<file path="config.mk">
export PLATFORM = sky130hd
export DESIGN_NAME = pmb_top
export DESIGN_NICKNAME = d
export VERILOG_FILES = /design/src/rtl/pmb_pkg.sv /design/src/rtl/pmb_top.sv /design/src/rtl/pmb_sync.sv /design/src/rtl/pmb_clksw.sv
export SDC_FILE = /design/constraint.sdc
export NUM_CORES = 1
export LEC_CHECK = 0
export BUFFER_PORTS_ARGS = -buffer_cell sky130_fd_sc_hd__buf_4
export CORE_MARGIN = 5
export CORE_UTILIZATION = 51
export DETAILED_ROUTE_END_ITERATION = 16
export HOLD_SLACK_MARGIN = 0.02
export PLACE_DENSITY = 0.73
export SYNTH_ARGS = -nofsm -noshare
export SYNTH_HDL_FRONTEND = slang
export SYNTH_SLANG_ARGS = --single-unit
</file>
<file path="constraint.sdc">
create_clock -name sys_clk -period 2.4 [get_ports sys_clk]
set_input_delay 0.36 -clock sys_clk [delete_from_list [all_inputs] [get_ports sys_clk]]
set_output_delay 0.36 -clock sys_clk [all_outputs]
set_load 0.005 [all_outputs]
</file>
<file path="src/rtl/pmb_pkg.sv">
`default_nettype none
package pmb_pkg;
  localparam int AW = 8;
  localparam int DW = 32;
  localparam int SYNC_W = 9;
  localparam int N_SRAM = 5;
  localparam int N_DOM = 8;
  localparam int N_WSRC = 8;
  // clock rate and times
  localparam int SYS_CLK_MHZ = 200;
  localparam int WAKE_SETTLE_NS = 1000;
  localparam int ENTRY_NS = 50;
  localparam int CLKSW_GAP_NS = 20;
  localparam logic [7:0] WAKE_CYC = 8'((WAKE_SETTLE_NS * SYS_CLK_MHZ + 999) / 1000);
  localparam logic [7:0] ENTRY_CYC = 8'((ENTRY_NS * SYS_CLK_MHZ + 999) / 1000);
  localparam logic [3:0] CLKSW_GAP_CYC = 4'((CLKSW_GAP_NS * SYS_CLK_MHZ + 999) / 1000);
  localparam logic [4:0] CAL_REF_LAST = 5'h0f;
  // register offsets
  localparam logic [AW-1:0] OFS_CTRL = 8'h00;
  localparam logic [AW-1:0] OFS_SAVE = 8'h04;
  localparam logic [AW-1:0] OFS_WAKE_EN = 8'h08;
  localparam logic [AW-1:0] OFS_PWR_EN = 8'h0c;
  localparam logic [AW-1:0] OFS_RET = 8'h10;
  localparam logic [AW-1:0] OFS_CAL = 8'h14;
  localparam logic [AW-1:0] OFS_STATUS = 8'h18;
  localparam logic [AW-1:0] OFS_BOOT = 8'h1c;
  // control fields
  localparam int CTRL_SLEEP = 0;
  localparam int CTRL_OFF = 1;
  localparam int CTRL_SLOW_KEEP = 2;
  localparam int CTRL_RTC_KEEP = 3;
  localparam int CTRL_XTAL = 4;
  localparam int CTRL_DLL_EN = 5;
  localparam int CTRL_DLL_LSB = 6;
  localparam int BOOT_DONE = 0;
  localparam int BOOT_PROG = 1;
  localparam int CAL_RES_LSB = 16;
  // sync vector positions
  localparam int S_IO = 0;
  localparam int S_RTC = 1;
  localparam int S_EXT = 2;
  localparam int S_UVLO = 3;
  localparam int S_XOK = 4;
  localparam int S_CP = 5;
  localparam int S_FTGL = 6;
  localparam int S_STGL = 7;
  localparam int S_REF = 8;
  // reset values
  localparam logic [7:2] CTRL_RST = 6'h03;
  localparam logic [N_WSRC-1:0] WAKE_EN_RST = 8'hff;
  localparam logic [N_DOM-1:0] PWR_EN_RST = 8'h01;
  localparam logic [N_SRAM-1:0] RET_RST = 5'h1f;
  localparam logic [DW-1:0] SAVE_RST = 32'h0000_0000;

  typedef enum logic [1:0] {
    PMB_DLL_32 = 2'h0, PMB_DLL_48 = 2'h1, PMB_DLL_64 = 2'h2, PMB_DLL_96 = 2'h3
  } pmb_dll_e;

  typedef enum logic [5:0] {
    PMB_RUN   = 6'h01,
    PMB_CGATE = 6'h02,
    PMB_ENTER = 6'h04,
    PMB_SLEEP = 6'h08,
    PMB_OFF   = 6'h10,
    PMB_WAKE  = 6'h20
  } pmb_state_e;
endpackage
`default_nettype wire

</file>
<file path="src/rtl/pmb_top.sv">
`timescale 1ns/10ps
`default_nettype none
module pmb_top (
  input  wire logic                         sys_clk,
  input  wire logic                         resetn,
  input  wire logic [pmb_pkg::AW-1:0]       reg_addr,
  input  wire logic [pmb_pkg::DW-1:0]       reg_wdata,
  input  wire logic                         reg_wr,
  input  wire logic                         reg_rd,
  output logic      [pmb_pkg::DW-1:0]       reg_rdata,
  input  wire logic                         cpu_wait_for_wake,
  input  wire logic [pmb_pkg::N_WSRC-1:0]   wake_evt,
  input  wire logic                         io_wake,
  input  wire logic                         rtc_evt,
  input  wire logic                         ext_rst_wake,
  input  wire logic                         uvlo_rst,
  input  wire logic                         xtal_stable,
  input  wire logic                         cp_form,
  input  wire logic                         fast_rc_div_tgl,
  input  wire logic                         slow_rc_div_tgl,
  input  wire logic                         xtal_ref_tgl,
  output logic                              cpu_clk_en,
  output logic                              cpu_rstn,
  output logic                              boot_mode,
  output logic                              rom_alias_zero,
  output logic                              fast_rc_osc_en,
  output logic                              slow_rc_osc_en,
  output logic                              main_crystal_osc_en,
  output logic                              bandgap_en,
  output logic                              low_current_regulator_en,
  output logic                              rtc_en,
  output logic      [pmb_pkg::N_SRAM-1:0]   sram_pwr_on,
  output logic      [pmb_pkg::N_SRAM-1:0]   sram_ret_lv,
  output logic      [pmb_pkg::N_DOM-1:0]    pwr_dom_en,
  output logic                              clk_fast_sel,
  output logic                              clk_xtal_sel,
  output logic                              dll_en,
  output logic      [1:0]                   dll_sel
);
  import pmb_pkg::*;

  pmb_state_e               state_q, state_d;
  logic [7:0]               cnt_q;
  logic [SYNC_W-1:0]        s;
  logic [2:0]               tgl_q;
  logic [7:2]               ctrl_q;
  logic [DW-1:0]            save_q;
  logic [N_WSRC-1:0]        wake_en_q;
  logic [N_DOM-1:0]         pwr_en_q;
  logic [N_SRAM-1:0]        ret_q;
  logic                     tgt_off_q, por_q, prog_q, from_off_q;
  logic [3:0]               cause_q;
  logic                     cal_busy_q, cal_sel_q;
  logic [4:0]               ref_cnt_q;
  logic [15:0]              cal_res_q;
  logic                     fast_sel_w, xtal_sel_w;
  logic                     wr_ctrl, sleep_go, off_go;
  logic                     cg_wake, slp_wake, off_wake, ent_wake;
  logic                     act_d, slp_d, off_d, ref_e, osc_e;
  logic [DW-1:0]            rd_val;

  pmb_sync #(.W(SYNC_W)) u_sync (
    .sys_clk  (sys_clk),
    .resetn   (resetn),
    .async_in ({xtal_ref_tgl, slow_rc_div_tgl, fast_rc_div_tgl, cp_form,
                xtal_stable, uvlo_rst, ext_rst_wake, rtc_evt, io_wake}),
    .sync_out (s)
  );

  pmb_clksw u_clksw (
    .sys_clk    (sys_clk),
    .resetn     (resetn),
    .want_xtal  (ctrl_q[CTRL_XTAL] & (state_q inside {PMB_RUN, PMB_CGATE})),
    .xtal_ok    (s[S_XOK]),
    .fast_sel_q (fast_sel_w),
    .xtal_sel_q (xtal_sel_w)
  );

  assign wr_ctrl  = reg_wr && (reg_addr == OFS_CTRL);
  // sleep beats a wait instruction in the same cycle
  assign sleep_go = wr_ctrl && reg_wdata[CTRL_SLEEP];
  assign off_go   = wr_ctrl && reg_wdata[CTRL_OFF];
  assign cg_wake  = |(wake_evt & wake_en_q);
  // rtc only counts as a wake source while it is kept running
  assign slp_wake = s[S_IO] | (s[S_RTC] & ctrl_q[CTRL_RTC_KEEP]) | s[S_EXT] | s[S_UVLO];
  assign off_wake = s[S_IO] | s[S_EXT] | s[S_UVLO];
  assign ent_wake = (tgt_off_q ? off_wake : slp_wake) | cg_wake;

  always_comb begin
    state_d = state_q;
    unique case (state_q)
      PMB_RUN: begin
        if (sleep_go || off_go) begin
          state_d = PMB_ENTER;
        end else if (cpu_wait_for_wake) begin
          state_d = PMB_CGATE;
        end
      end
      PMB_CGATE: begin
        if (cg_wake) begin
          state_d = PMB_RUN;
        end
      end
      PMB_ENTER: begin
        if (ent_wake) begin
          state_d = PMB_RUN;
        end else if (cnt_q == ENTRY_CYC - 8'h1) begin
          state_d = tgt_off_q ? PMB_OFF : PMB_SLEEP;
        end
      end
      PMB_SLEEP: begin
        if (slp_wake) begin
          state_d = PMB_WAKE;
        end
      end
      PMB_OFF: begin
        if (off_wake) begin
          state_d = PMB_WAKE;
        end
      end
      PMB_WAKE: begin
        if (cnt_q == WAKE_CYC - 8'h1) begin
          state_d = PMB_RUN;
        end
      end
    endcase
  end

  // power-up goes through the same settle-and-boot path as a wake
  always_ff @(posedge sys_clk) begin
    if (!resetn) begin
      state_q <= PMB_WAKE;
      cnt_q   <= 8'h00;
    end else begin
      state_q <= state_d;
      cnt_q   <= (state_d != state_q) ? 8'h00 : cnt_q + 8'h1;
    end
  end

  always_ff @(posedge sys_clk) begin
    if (!resetn) begin
      tgt_off_q  <= 1'b0;
      from_off_q <= 1'b0;
      cause_q    <= 4'h0;
    end else begin
      if (state_q == PMB_RUN && (sleep_go || off_go)) begin
        tgt_off_q <= off_go && !sleep_go;
      end
      if (state_d == PMB_WAKE && state_q != PMB_WAKE) begin
        from_off_q <= (state_q == PMB_OFF);
        cause_q    <= {s[S_UVLO], s[S_EXT], s[S_RTC], s[S_IO]};
      end
    end
  end

  // boot path: cpu held in reset through settle, then fetches boot rom
  always_ff @(posedge sys_clk) begin
    if (!resetn) begin
      boot_mode      <= 1'b1;
      rom_alias_zero <= 1'b0;
      por_q          <= 1'b1;
      prog_q         <= 1'b0;
    end else begin
      if (state_d == PMB_WAKE) begin
        boot_mode <= 1'b1;
      end else if (reg_wr && reg_addr == OFS_BOOT && reg_wdata[BOOT_DONE]) begin
        boot_mode      <= 1'b0;
        rom_alias_zero <= 1'b0;
      end
      if (state_q == PMB_WAKE && state_d == PMB_RUN && por_q) begin
        rom_alias_zero <= s[S_CP];
        por_q          <= 1'b0;
      end
      if (reg_wr && reg_addr == OFS_BOOT) begin
        prog_q <= reg_wdata[BOOT_PROG];
      end
    end
  end

  always_ff @(posedge sys_clk) begin
    if (!resetn) begin
      ctrl_q <= CTRL_RST;
    end else if (wr_ctrl) begin
      ctrl_q <= reg_wdata[7:2];
    end else if (state_d == PMB_WAKE) begin
      ctrl_q[CTRL_XTAL] <= 1'b0;
    end
  end

  // save register is frozen from entry until the cpu runs again
  always_ff @(posedge sys_clk) begin
    if (!resetn) begin
      save_q <= SAVE_RST;
    end else if (reg_wr && reg_addr == OFS_SAVE && state_q == PMB_RUN) begin
      save_q <= reg_wdata;
    end
  end

  always_ff @(posedge sys_clk) begin
    if (!resetn) begin
      wake_en_q <= WAKE_EN_RST;
      pwr_en_q  <= PWR_EN_RST;
      ret_q     <= RET_RST;
    end else if (reg_wr) begin
      if (reg_addr == OFS_WAKE_EN) begin
        wake_en_q <= reg_wdata[N_WSRC-1:0];
      end
      if (reg_addr == OFS_PWR_EN) begin
        pwr_en_q <= reg_wdata[N_DOM-1:0];
      end
      if (reg_addr == OFS_RET) begin
        ret_q <= reg_wdata[N_SRAM-1:0];
      end
    end
  end

  // calibration: count rc edges over a fixed number of crystal reference edges
  assign ref_e = s[S_REF] ^ tgl_q[2];
  assign osc_e = cal_sel_q ? (s[S_STGL] ^ tgl_q[1]) : (s[S_FTGL] ^ tgl_q[0]);

  always_ff @(posedge sys_clk) begin
    if (!resetn) begin
      tgl_q      <= 3'h0;
      cal_busy_q <= 1'b0;
      cal_sel_q  <= 1'b0;
      ref_cnt_q  <= 5'h00;
      cal_res_q  <= 16'h0000;
    end else begin
      tgl_q <= s[S_REF:S_FTGL];
      if (!cal_busy_q && reg_wr && reg_addr == OFS_CAL && |reg_wdata[1:0]) begin
        cal_busy_q <= 1'b1;
        cal_sel_q  <= reg_wdata[1];
        ref_cnt_q  <= 5'h00;
        cal_res_q  <= 16'h0000;
      end else if (cal_busy_q) begin
        if (osc_e && cal_res_q != 16'hffff) begin
          cal_res_q <= cal_res_q + 16'h1;
        end
        if (ref_e) begin
          ref_cnt_q  <= ref_cnt_q + 5'h01;
          cal_busy_q <= (ref_cnt_q != CAL_REF_LAST);
        end
      end
    end
  end

  assign act_d = state_d inside {PMB_RUN, PMB_CGATE};
  assign slp_d = (state_d == PMB_SLEEP);
  assign off_d = (state_d == PMB_OFF);

  // power switches follow the next state so they line up with state_q
  always_ff @(posedge sys_clk) begin
    if (!resetn) begin
      fast_rc_osc_en           <= 1'b1;
      slow_rc_osc_en           <= 1'b1;
      main_crystal_osc_en      <= 1'b0;
      bandgap_en               <= 1'b1;
      low_current_regulator_en <= 1'b1;
      rtc_en                   <= 1'b1;
      sram_pwr_on              <= '1;
      sram_ret_lv              <= '0;
      pwr_dom_en               <= '0;
    end else begin
      fast_rc_osc_en           <= !(slp_d || off_d);
      bandgap_en               <= !(slp_d || off_d);
      low_current_regulator_en <= !off_d;
      slow_rc_osc_en           <= off_d ? 1'b0 : (slp_d ? ctrl_q[CTRL_SLOW_KEEP] : 1'b1);
      rtc_en                   <= off_d ? 1'b0 : (slp_d ? ctrl_q[CTRL_RTC_KEEP] : 1'b1);
      main_crystal_osc_en      <= act_d;
      sram_pwr_on              <= off_d ? '0 : (slp_d ? ret_q : '1);
      sram_ret_lv              <= {N_SRAM{slp_d}};
      pwr_dom_en               <= act_d ? pwr_en_q : '0;
    end
  end

  always_ff @(posedge sys_clk) begin
    if (!resetn) begin
      cpu_clk_en   <= 1'b0;
      cpu_rstn     <= 1'b0;
      clk_fast_sel <= 1'b1;
      clk_xtal_sel <= 1'b0;
      dll_en       <= 1'b0;
      dll_sel      <= PMB_DLL_32;
    end else begin
      cpu_clk_en   <= (state_d == PMB_RUN);
      cpu_rstn     <= (state_d != PMB_WAKE);
      clk_fast_sel <= fast_sel_w;
      clk_xtal_sel <= xtal_sel_w;
      dll_en       <= ctrl_q[CTRL_DLL_EN] & xtal_sel_w;
      dll_sel      <= ctrl_q[CTRL_DLL_LSB+1:CTRL_DLL_LSB];
    end
  end

  always_comb begin
    rd_val = '0;
    unique case (reg_addr)
      OFS_CTRL:    rd_val[7:2] = ctrl_q;
      OFS_SAVE:    rd_val = save_q;
      OFS_WAKE_EN: rd_val[N_WSRC-1:0] = wake_en_q;
      OFS_PWR_EN:  rd_val[N_DOM-1:0] = pwr_en_q;
      OFS_RET:     rd_val[N_SRAM-1:0] = ret_q;
      OFS_CAL:     rd_val = {cal_res_q, 14'h0, cal_sel_q, cal_busy_q};
      OFS_STATUS:  rd_val = {16'h0, rom_alias_zero, cause_q, from_off_q, cal_busy_q,
                             s[S_XOK], clk_xtal_sel, boot_mode, state_q};
      OFS_BOOT:    rd_val = {30'h0, prog_q, !boot_mode};
      default:     rd_val = '0;
    endcase
  end

  always_ff @(posedge sys_clk) begin
    if (!resetn) begin
      reg_rdata <= '0;
    end else begin
      reg_rdata <= reg_rd ? rd_val : '0;
    end
  end
endmodule
`default_nettype wire

</file>
<file path="src/rtl/pmb_sync.sv">
`timescale 1ns/10ps
`default_nettype none
module pmb_sync #(
  parameter int W = 1
) (
  input  wire logic         sys_clk,
  input  wire logic         resetn,
  input  wire logic [W-1:0] async_in,
  output logic      [W-1:0] sync_out
);
  logic [W-1:0] meta_q;

  always_ff @(posedge sys_clk) begin
    if (!resetn) begin
      meta_q   <= '0;
      sync_out <= '0;
    end else begin
      meta_q   <= async_in;
      sync_out <= meta_q;
    end
  end
endmodule
`default_nettype wire

</file>
<file path="src/rtl/pmb_clksw.sv">
`timescale 1ns/10ps
`default_nettype none
module pmb_clksw
  import pmb_pkg::*;
(
  input  wire logic sys_clk,
  input  wire logic resetn,
  input  wire logic want_xtal,
  input  wire logic xtal_ok,
  output logic      fast_sel_q,
  output logic      xtal_sel_q
);
  logic       cur_q;
  logic       tgt;
  logic [3:0] gap_q;

  assign tgt = want_xtal & xtal_ok;

  // break before make: both selects low for a gap before the new one opens
  always_ff @(posedge sys_clk) begin
    if (!resetn) begin
      cur_q      <= 1'b0;
      gap_q      <= 4'h0;
      fast_sel_q <= 1'b1;
      xtal_sel_q <= 1'b0;
    end else if (tgt != cur_q) begin
      fast_sel_q <= 1'b0;
      xtal_sel_q <= 1'b0;
      if (gap_q == CLKSW_GAP_CYC) begin
        cur_q <= tgt;
        gap_q <= 4'h0;
      end else begin
        gap_q <= gap_q + 4'h1;
      end
    end else begin
      gap_q      <= 4'h0;
      fast_sel_q <= ~cur_q;
      xtal_sel_q <= cur_q & xtal_ok;
    end
  end
endmodule
`default_nettype wire

</file>
==> key figures, run 1 <==
Setup path
  • Slowest cell on crit path: or4_1
  • Worst setup EP type: flop
  • R2R setup slack: between 0.02 and 0.03 ns
  • FF-to-FF path depth: 7
  • Arr. time, crit path: 2.69 ns
  • R2r endpoint: sram_pwr_on[0]
  • Critical path class: reg -> reg
  • Reg-to-reg startpoint: state_q[5]
  • Slowest stage delay, CP: ~0.54 ns
  • Startpoint Class: flop
  • WP data required: approximately 2.7 ns
  • Crit Path Max Fanout: 11
  • Critical path cell sequence: nand2b_1 > a21oi_4 > or3_1 > or4_1 > buf_6 > a211oi_1 > o211ai_1

Routing
  • Post-Route WL: 21500 um
  • Detailed-route via count: between 7k and 8k
  • Antenna-violating nets left: 0
  • Post-route DRC: 0
  • Initial DRC count: 700
  • DR pass1 iterations: 7
  • Routed vias/inst: roughly 5.6
  • DR WL/cell: 16.9 um

Timing
  • Final hold vios: 0
  • Slew HR: 0.604
  • Period utilization: 0.989
  • Setup violations, final: 0
  • Setup TNS: 0 ns
  • RSZ-0062 raised after global routing: yes
  • Worst-Margin Slew: slightly below 0.6 ns
  • Final Max Slew Viols: 0
  • Final Skew: 0.00677 ns
  • Min Clock Period, post-route: 2.37 ns
  • Max Fclk: ~0.42 GHz

Run
  • Max-cap violation count: 0

Clock tree
  • CTS Buf Count: 17
  • H-tree Lvls: 4
  • CTS tree: yes
  • Worst-Skew Late Latency: approximately 0.43 ns
  • Clock transition at path regs: about 0.060 ns
  • Hold Buf Count CTS: 0
  • Clock sink count: about 190
  • Root buf cell: clkbuf_16
  • Clk buf depth: 2

Yosys
  • Synthesized Nets: roughly 960
  • Post-synth EDFFs: 0
  • Yosys reg bits: around 190
  • Synthesized instance count: 889
  • Synth top area share: 0.493
  • Sequential area share after synthesis: 0.493
  • Post-synth ARST share: 0
  • Count of cell types in the netlist: between 60 and 70
  • Yosys Warn Count: 0
  • Top post-synthesis cells by count: 192 x dfxtp_1, 119 x nand2_1, 75 x nor2_1
  • Synth area leader: dfxtp_1
  • Area of the mapped netlist: ~7800 um^2
  • Synth top area cells: dfxtp_1 49%, nand2_1 5.7%, a21oi_1 4.5%, nand3_1 3.7%, nor2_1 3.6%
  • Most used flip-flop cell after synthesis: dfxtp_1
  • Most frequent cell after synthesis: dfxtp_1
  • Avg Cell Area, Syn: about 8.8 um^2

Min path
  • Hold Path Depth: 2
  • Min-delay src: xtal_ref_tgl
  • Hold worst-path end: u_sync.meta_q[8]
  • Hold Crit Class: in -> reg

Die
  • Die area: roughly 18000 um^2
  • # rows: 45
  • CORE AREA: between 15000 and 20000 um^2
  • Die height: between 100 and 150 um
  • IO Pins: between 100 and 150
  • Initial core utilization: 0.517
  • Die width: between 100 and 150 um

Run status
  • Run status: finished clean

Pwr
  • Peak VDD IR: about 490 uV
  • PD cells: 722 nW/um^2
  • Leak pwr: 0.00392 uW
  • Total Power: about 7400 uW

Placement
  • GP Congestion: 0.946
  • Placed insts: 1237
  • Post-DP HPWL: between 15000 and 20000 um
  • Port Buf Inserts: around 130

Global routing
  • Grt total ovfl: 0
  • Largest net degree at the start of global routing: 55
  • Initial antenna violation count: 0
  • Vias in the first global route: slightly below 7k
  • Gr usage total: 0.240
  • First-pass GRT wire length: ~34000 um

Layout
  • Fin util: 0.677
  • Post-Layout Cell Count: 1269
  • Share of layout cells above drive strength 1: 0.268
  • Area grow syn2layout: 30.9%
  • ANT cells: 0
  • Nets: around 1.1k
logic make-up after synthesis:
family / after synthesis / synth area share
XOR/XNOR: 29 / 0.0326
multiplexers: 15 / 0.0194
AO/OA/AOI/OAI: 181 / 0.154
flip-flops: 192 / 0.493
AND/OR/NAND/NOR: 380 / 0.241
adder cells (fa/ha/maj): 8 / 0.0128
buffers and inverters: 84 / 0.0465
state kept, by name, indices dropped and copies added (netlist names), 2 cells and up:
name / flops
u_sync.meta_q: 9
wake_en_q: 8
tgl_q: 3
cal_res_q: 16
pwr_dom_en: 8
ctrl_q: 6
save_q: 32
state_q: 6
ref_cnt_q: 5
cnt_q: 8
cause_q: 4
sram_pwr_on: 5
ret_q: 5
dll_sel: 2
reg_rdata: 32
u_clksw.gap_q: 4
pwr_en_q: 8
u_sync.sync_out: 9
placed cells by master (no fill, tap or decap), types with 3 or more instances in the layout:
| cell type | Yosys | routed |
|---|---|---|
| nor4_1 | 11 | 7 |
| nand2b_1 | 8 | 8 |
| buf_12 | 0 | 5 |
| inv_1 | 21 | 20 |
| and3_1 | 13 | 12 |
| a22oi_1 | 36 | 36 |
| o21ai_0 | 13 | 11 |
| clkbuf_1 | 43 | 3 |
| a31oi_1 | 3 | 3 |
| xor2_1 | 14 | 14 |
| or2_2 | 3 | 3 |
| or3_1 | 8 | 7 |
| nor3_1 | 21 | 20 |
| a211oi_1 | 18 | 14 |
| inv_6 | 0 | 3 |
| clkbuf_16 | 0 | 17 |
| buf_4 | 7 | 217 |
| a222oi_1 | 7 | 7 |
| ha_1 | 8 | 8 |
| nor3_2 | 3 | 3 |
| and2_1 | 29 | 29 |
| o21a_1 | 3 | 3 |
| o21ai_1 | 1 | 3 |
| a211oi_2 | 0 | 4 |
| nand4_1 | 12 | 12 |
| xnor2_1 | 15 | 15 |
| nand2_1 | 119 | 119 |
| or4_1 | 5 | 4 |
| nor4_2 | 2 | 6 |
| buf_6 | 1 | 3 |
| a21oi_1 | 70 | 70 |
| nor2_1 | 75 | 75 |
| nand3_1 | 57 | 57 |
| dfxtp_1 | 192 | 190 |
| o211ai_1 | 9 | 9 |
| mux2i_1 | 14 | 14 |
layout make-up:
cell class,count,area (um^2)
Fill cell,1280,4880
Inverter,21,78.8
Tap cell,188,235
Multi-Input combinational cell,614,3730
Clock inverter,8,106
Clock buffer,21,450
Sequential cell,192,3850
Timing Repair Buffer,225,1760
critical path: cells and delay by family, from the launching register on:
kind / cells / cell delay, ns
DFF: 1 / 0.46
AOI/OAI and AO/OA: 3 / 0.43
and+or+nand+nor: 3 / 1.18
buffers and inverters: 1 / 0.19
worst max path at each step:
stage / to / from / cells after the start / slack [ns]
final: sram_pwr_on[0] / state_q[5] / 7 / 0.03
after floorplan: cpu_clk_en / state_q[2] / 9 / 0.003
after global placement: sram_pwr_on[1] / cnt_q[1] / 9 / -0.27
after detailed placement: sram_pwr_on[4] / cnt_q[1] / 9 / -0.29
after global routing: bandgap_en / cnt_q[1] / 9 / -0.05
after CTS: sram_pwr_on[4] / state_q[5] / 7 / 0.02
layer usage:
| metal | up-vias | wire [um] | track usage |
|---|---|---|---|
| met5 | - | 0 | 0 |
| met4 | 0 | 508 | 0.0909 |
| met3 | 42 | 1460 | 0.0551 |
| met2 | 243 | 10100 | 0.387 |
| met1 | 3361 | 9390 | 0.313 |
| li1 | 3489 | - | - |
power breakdown:
part	switching (uW)	leakage, uW	internal (uW)
sequential	57.5	0.00155	3280
clock	1180	0.000266	1550
combinational	680	0.00211	626
what timing repair did:
action / 4_1_cts / 5_1_grt
setup buffers: 0 / 2
setup endpoints to repair: 28 / 28
resized for setup: 15 / 15
gates cloned: 1 / 0
pin swaps: 5 / 4
through the flow:
stage	setup WS, ns	hold WS [ns]	cell area, um^2
6_report	0.0257	0.131	10200
5_1_grt	-0.0504	0.121	10200
4_1_cts	0.0183	0.123	10100
3_5_place_dp	-0.294	0.411	9500
3_3_place_gp	-0.268	0.408	9500
2_1_floorplan	0.00270	0.386	7810
(Power assumes the default switching activity.)
==> run 2, diff against run 1 <==
- CORE_MARGIN: 5 -> 1.5
- CORE_UTILIZATION: 51 -> 56
- PLACE_DENSITY: 0.73 -> 0.76
- SLEW_MARGIN: unset -> 20
- clock period: 2.4 -> 2.5 ns (I/O delays scaled with it)
==> run 2 against run 1 <==
Largest power group unchanged. Count of clock-buffer cells in the layout rose by 2. Global-route usage grew 4.7 points. Critical path type unchanged. Fmax down 1.3%. Critical path depth increased by 1. Flip-flop and latch count unchanged. Utilization is 6.8 points higher. Power fell by 4.1%. Via count grew 0.22%. Sequential power fell by 4%.
==> key figures, run 2 (same netlist as run 1, synthesis figures left out) <==
Run
  • Max-cap violation count: 0 (unchanged)

Global routing
  • Vias in the first global route: 6712 (-2.6%)
  • Initial antenna violation count: 0 (unchanged)
  • Gr usage total: 0.287 (+0.0473)
  • Grt total ovfl: 0 (unchanged)
  • Largest net degree at the start of global routing: 41 (-25%)
  • First-pass GRT wire length: 32800 um (-4.5%)

Placement
  • Post-DP HPWL: 14700 um (-5.0%)
  • GP Congestion: 0.908 (-4.0%)
  • Port Buf Inserts: 126 (unchanged)

Clock tree
  • Hold Buf Count CTS: 0 (unchanged)
  • CTS tree: yes
  • CTS Buf Count: 17 (unchanged)
  • Clock transition at path regs: 0.07 ns (about the same)
  • Clock sink count: 192 (unchanged)
  • Worst-Skew Late Latency: 0.43 ns (about the same)
  • H-tree Lvls: 4 (unchanged)
  • Root buf cell: clkbuf_16
  • Clk buf depth: 2 (unchanged)

Timing
  • Period utilization: 0.962 (-0.0275)
  • Setup violations, final: 0 (unchanged)
  • Min Clock Period, post-route: 2.40 ns (+0.0301 ns)
  • Final hold vios: 0 (unchanged)
  • Final Max Slew Viols: 0 (unchanged)
  • Slew HR: 0.677 (+0.0736)
  • Hold_ws: 0.148 ns (+0.0168 ns)
  • RSZ-0062 raised after global routing: yes
  • Final Skew: 0.00911 ns (+0.00234 ns)
  • Worst-Margin Slew: 0.480 ns (-0.115 ns)
  • Setup TNS: 0 ns (unchanged)
  • Max Fclk: 0.416 GHz (-1.3%)

Layout
  • Nets: 1115 (-2.3%)
  • Fillers: 1054 (-18%)
  • Most frequent cells in the layout: 193 x buf_4, 191 x dfxtp_1, 119 x nand2_1, 74 x nor2_1, 70 x a21oi_1
  • Share of layout cells above drive strength 1: 0.248 (-0.0206)
  • ANT cells: 0 (unchanged)
  • Fin util: 0.745 (+0.0685)
  • Area grow syn2layout: 28.0%
  • Biggest regs: reg_rdata: 32 flops, save_q: 32 flops, cal_res_q: 16 flops
  • Commonest non-fill, non-tap cell in the layout: buf_4
  • Reg area: 3840 um^2 (about the same)
  • Multi-input gate area: 3680 um^2 (-1.4%)

Routing
  • Antenna-violating nets left: 0 (unchanged)
  • DR pass1 iterations: 5 (-2)
  • Post-route DRC: 0 (unchanged)
  • DR WL/cell: 16.9 um (-0.36%)
  • Post-Route WL: 20800 um (-3.1%)
  • Initial DRC count: 648 (-7.4%)
  • Detailed-route via count: 7151 (+0.22%)
  • Routed vias/inst: 5.79 (+3.1%)

Die
  • Die height: 121 um (-9.5%)
  • Die area: 14600 um^2 (-18%)
  • # rows: 42 (-6.7%)
  • Die width: 121 um (-9.5%)
  • CORE AREA: 13400 um^2 (-11%)
  • IO Pins: 127 (unchanged)
  • Initial core utilization: 0.582 (+0.0651)

Setup path
  • Reg-to-reg startpoint: cnt_q[2]
  • WP data required: 2.85 ns (+0.13 ns)
  • Arr. time, crit path: 2.76 ns (+0.07 ns)
  • Critical path class: reg -> reg
  • R2r endpoint: sram_pwr_on[2]
  • R2R setup slack: 0.1 ns (+0.07 ns)
  • Startpoint Class: flop
  • Crit. Startpoint: cnt_q[2]
  • FF-to-FF path depth: 8 (+1)
  • Worst setup EP type: flop
  • Crit Path Max Fanout: 7 (-4)

Min path
  • Hold Path Depth: 2 (unchanged)
  • Hold worst-path end: u_sync.meta_q[4]
  • Hold Crit Class: in -> reg
  • Min-delay src: xtal_stable

Pwr
  • PD cells: 708 nW/um^2 (-2.0%)
  • Leak pwr: 0.00380 uW (-3.3%)
  • Peak VDD IR: 421 uV (-14%)

Run status
  • Run status: finished clean
[run 2: how the worst max path moves through the flow]
stage / endpoint / slack, ns
floorplan: cpu_clk_en / 0.07
global placement: cnt_q[3] / -0.12
detailed placement: cnt_q[4] / -0.15
CTS: sram_pwr_on[4] / 0.008
global route: cnt_q[4] / -0.009
finish: sram_pwr_on[2] / 0.1
[run 2: worst max-delay path, stage by stage, from the launching register on]
cell and delay (ns):
dfxtp_1 0.31, or4b_1 0.55, or3_4 0.40, a2111oi_4 0.36, o31a_1 0.24, buf_6 0.14, buf_4 0.11, a211oi_1 0.04
o211ai_1 0.18
[run 2: area by class of cell]
class | count | share of cell area
multi-input cells | 613 | 0.369
clock buffers | 23 | 0.0499
flip-flops and latches | 192 | 0.385
clock inverters | 9 | 0.0101
well taps | 176 | 0.0221
repair buffers | 200 | 0.156
inverters | 21 | 0.00789
[run 2: what timing repair did]
action	in CTS	in global routing
hold endpoints to repair	0	0
setup endpoints to repair	0	28
gates resized for setup	0	21
setup buffers	0	1
[run 2: where the power goes]
| part | internal (uW) | switching, uW | total (uW) |
|---|---|---|---|
| Sequential | 3150 | 53.7 | 3200 |
| Clock | 1520 | 1160 | 2680 |
| Combinational | 558 | 630 | 1190 |
[run 2: through the flow]
| stage | worst slack (ns) | power (uW) | cells | instance area (um^2) |
|---|---|---|---|---|
| after CTS | 0.00840 | 7010 | 1233 | 9890 |
| final | 0.0956 | 7070 | 1234 | 9990 |
| after detailed placement | -0.148 | 4360 | 1201 | 9290 |
| after floorplan | 0.0690 | 3840 | 889 | 7800 |
| after global routing | -0.00875 | 7340 | 1234 | 9990 |
| after global placement | -0.115 | 4350 | 1201 | 9290 |
[run 2: metal layers]
| metal | routed length (um) | up-vias | GRT usage | share of wire |
|---|---|---|---|---|
| met5 | 0 | - | 0 | 0 |
| met4 | 537 | 0 | 0.118 | 0.026 |
| met3 | 1220 | 52 | 0.0526 | 0.059 |
| met2 | 10000 | 260 | 0.470 | 0.48 |
| met1 | 9030 | 3394 | 0.374 | 0.43 |
| li1 | - | 3445 | - | - |
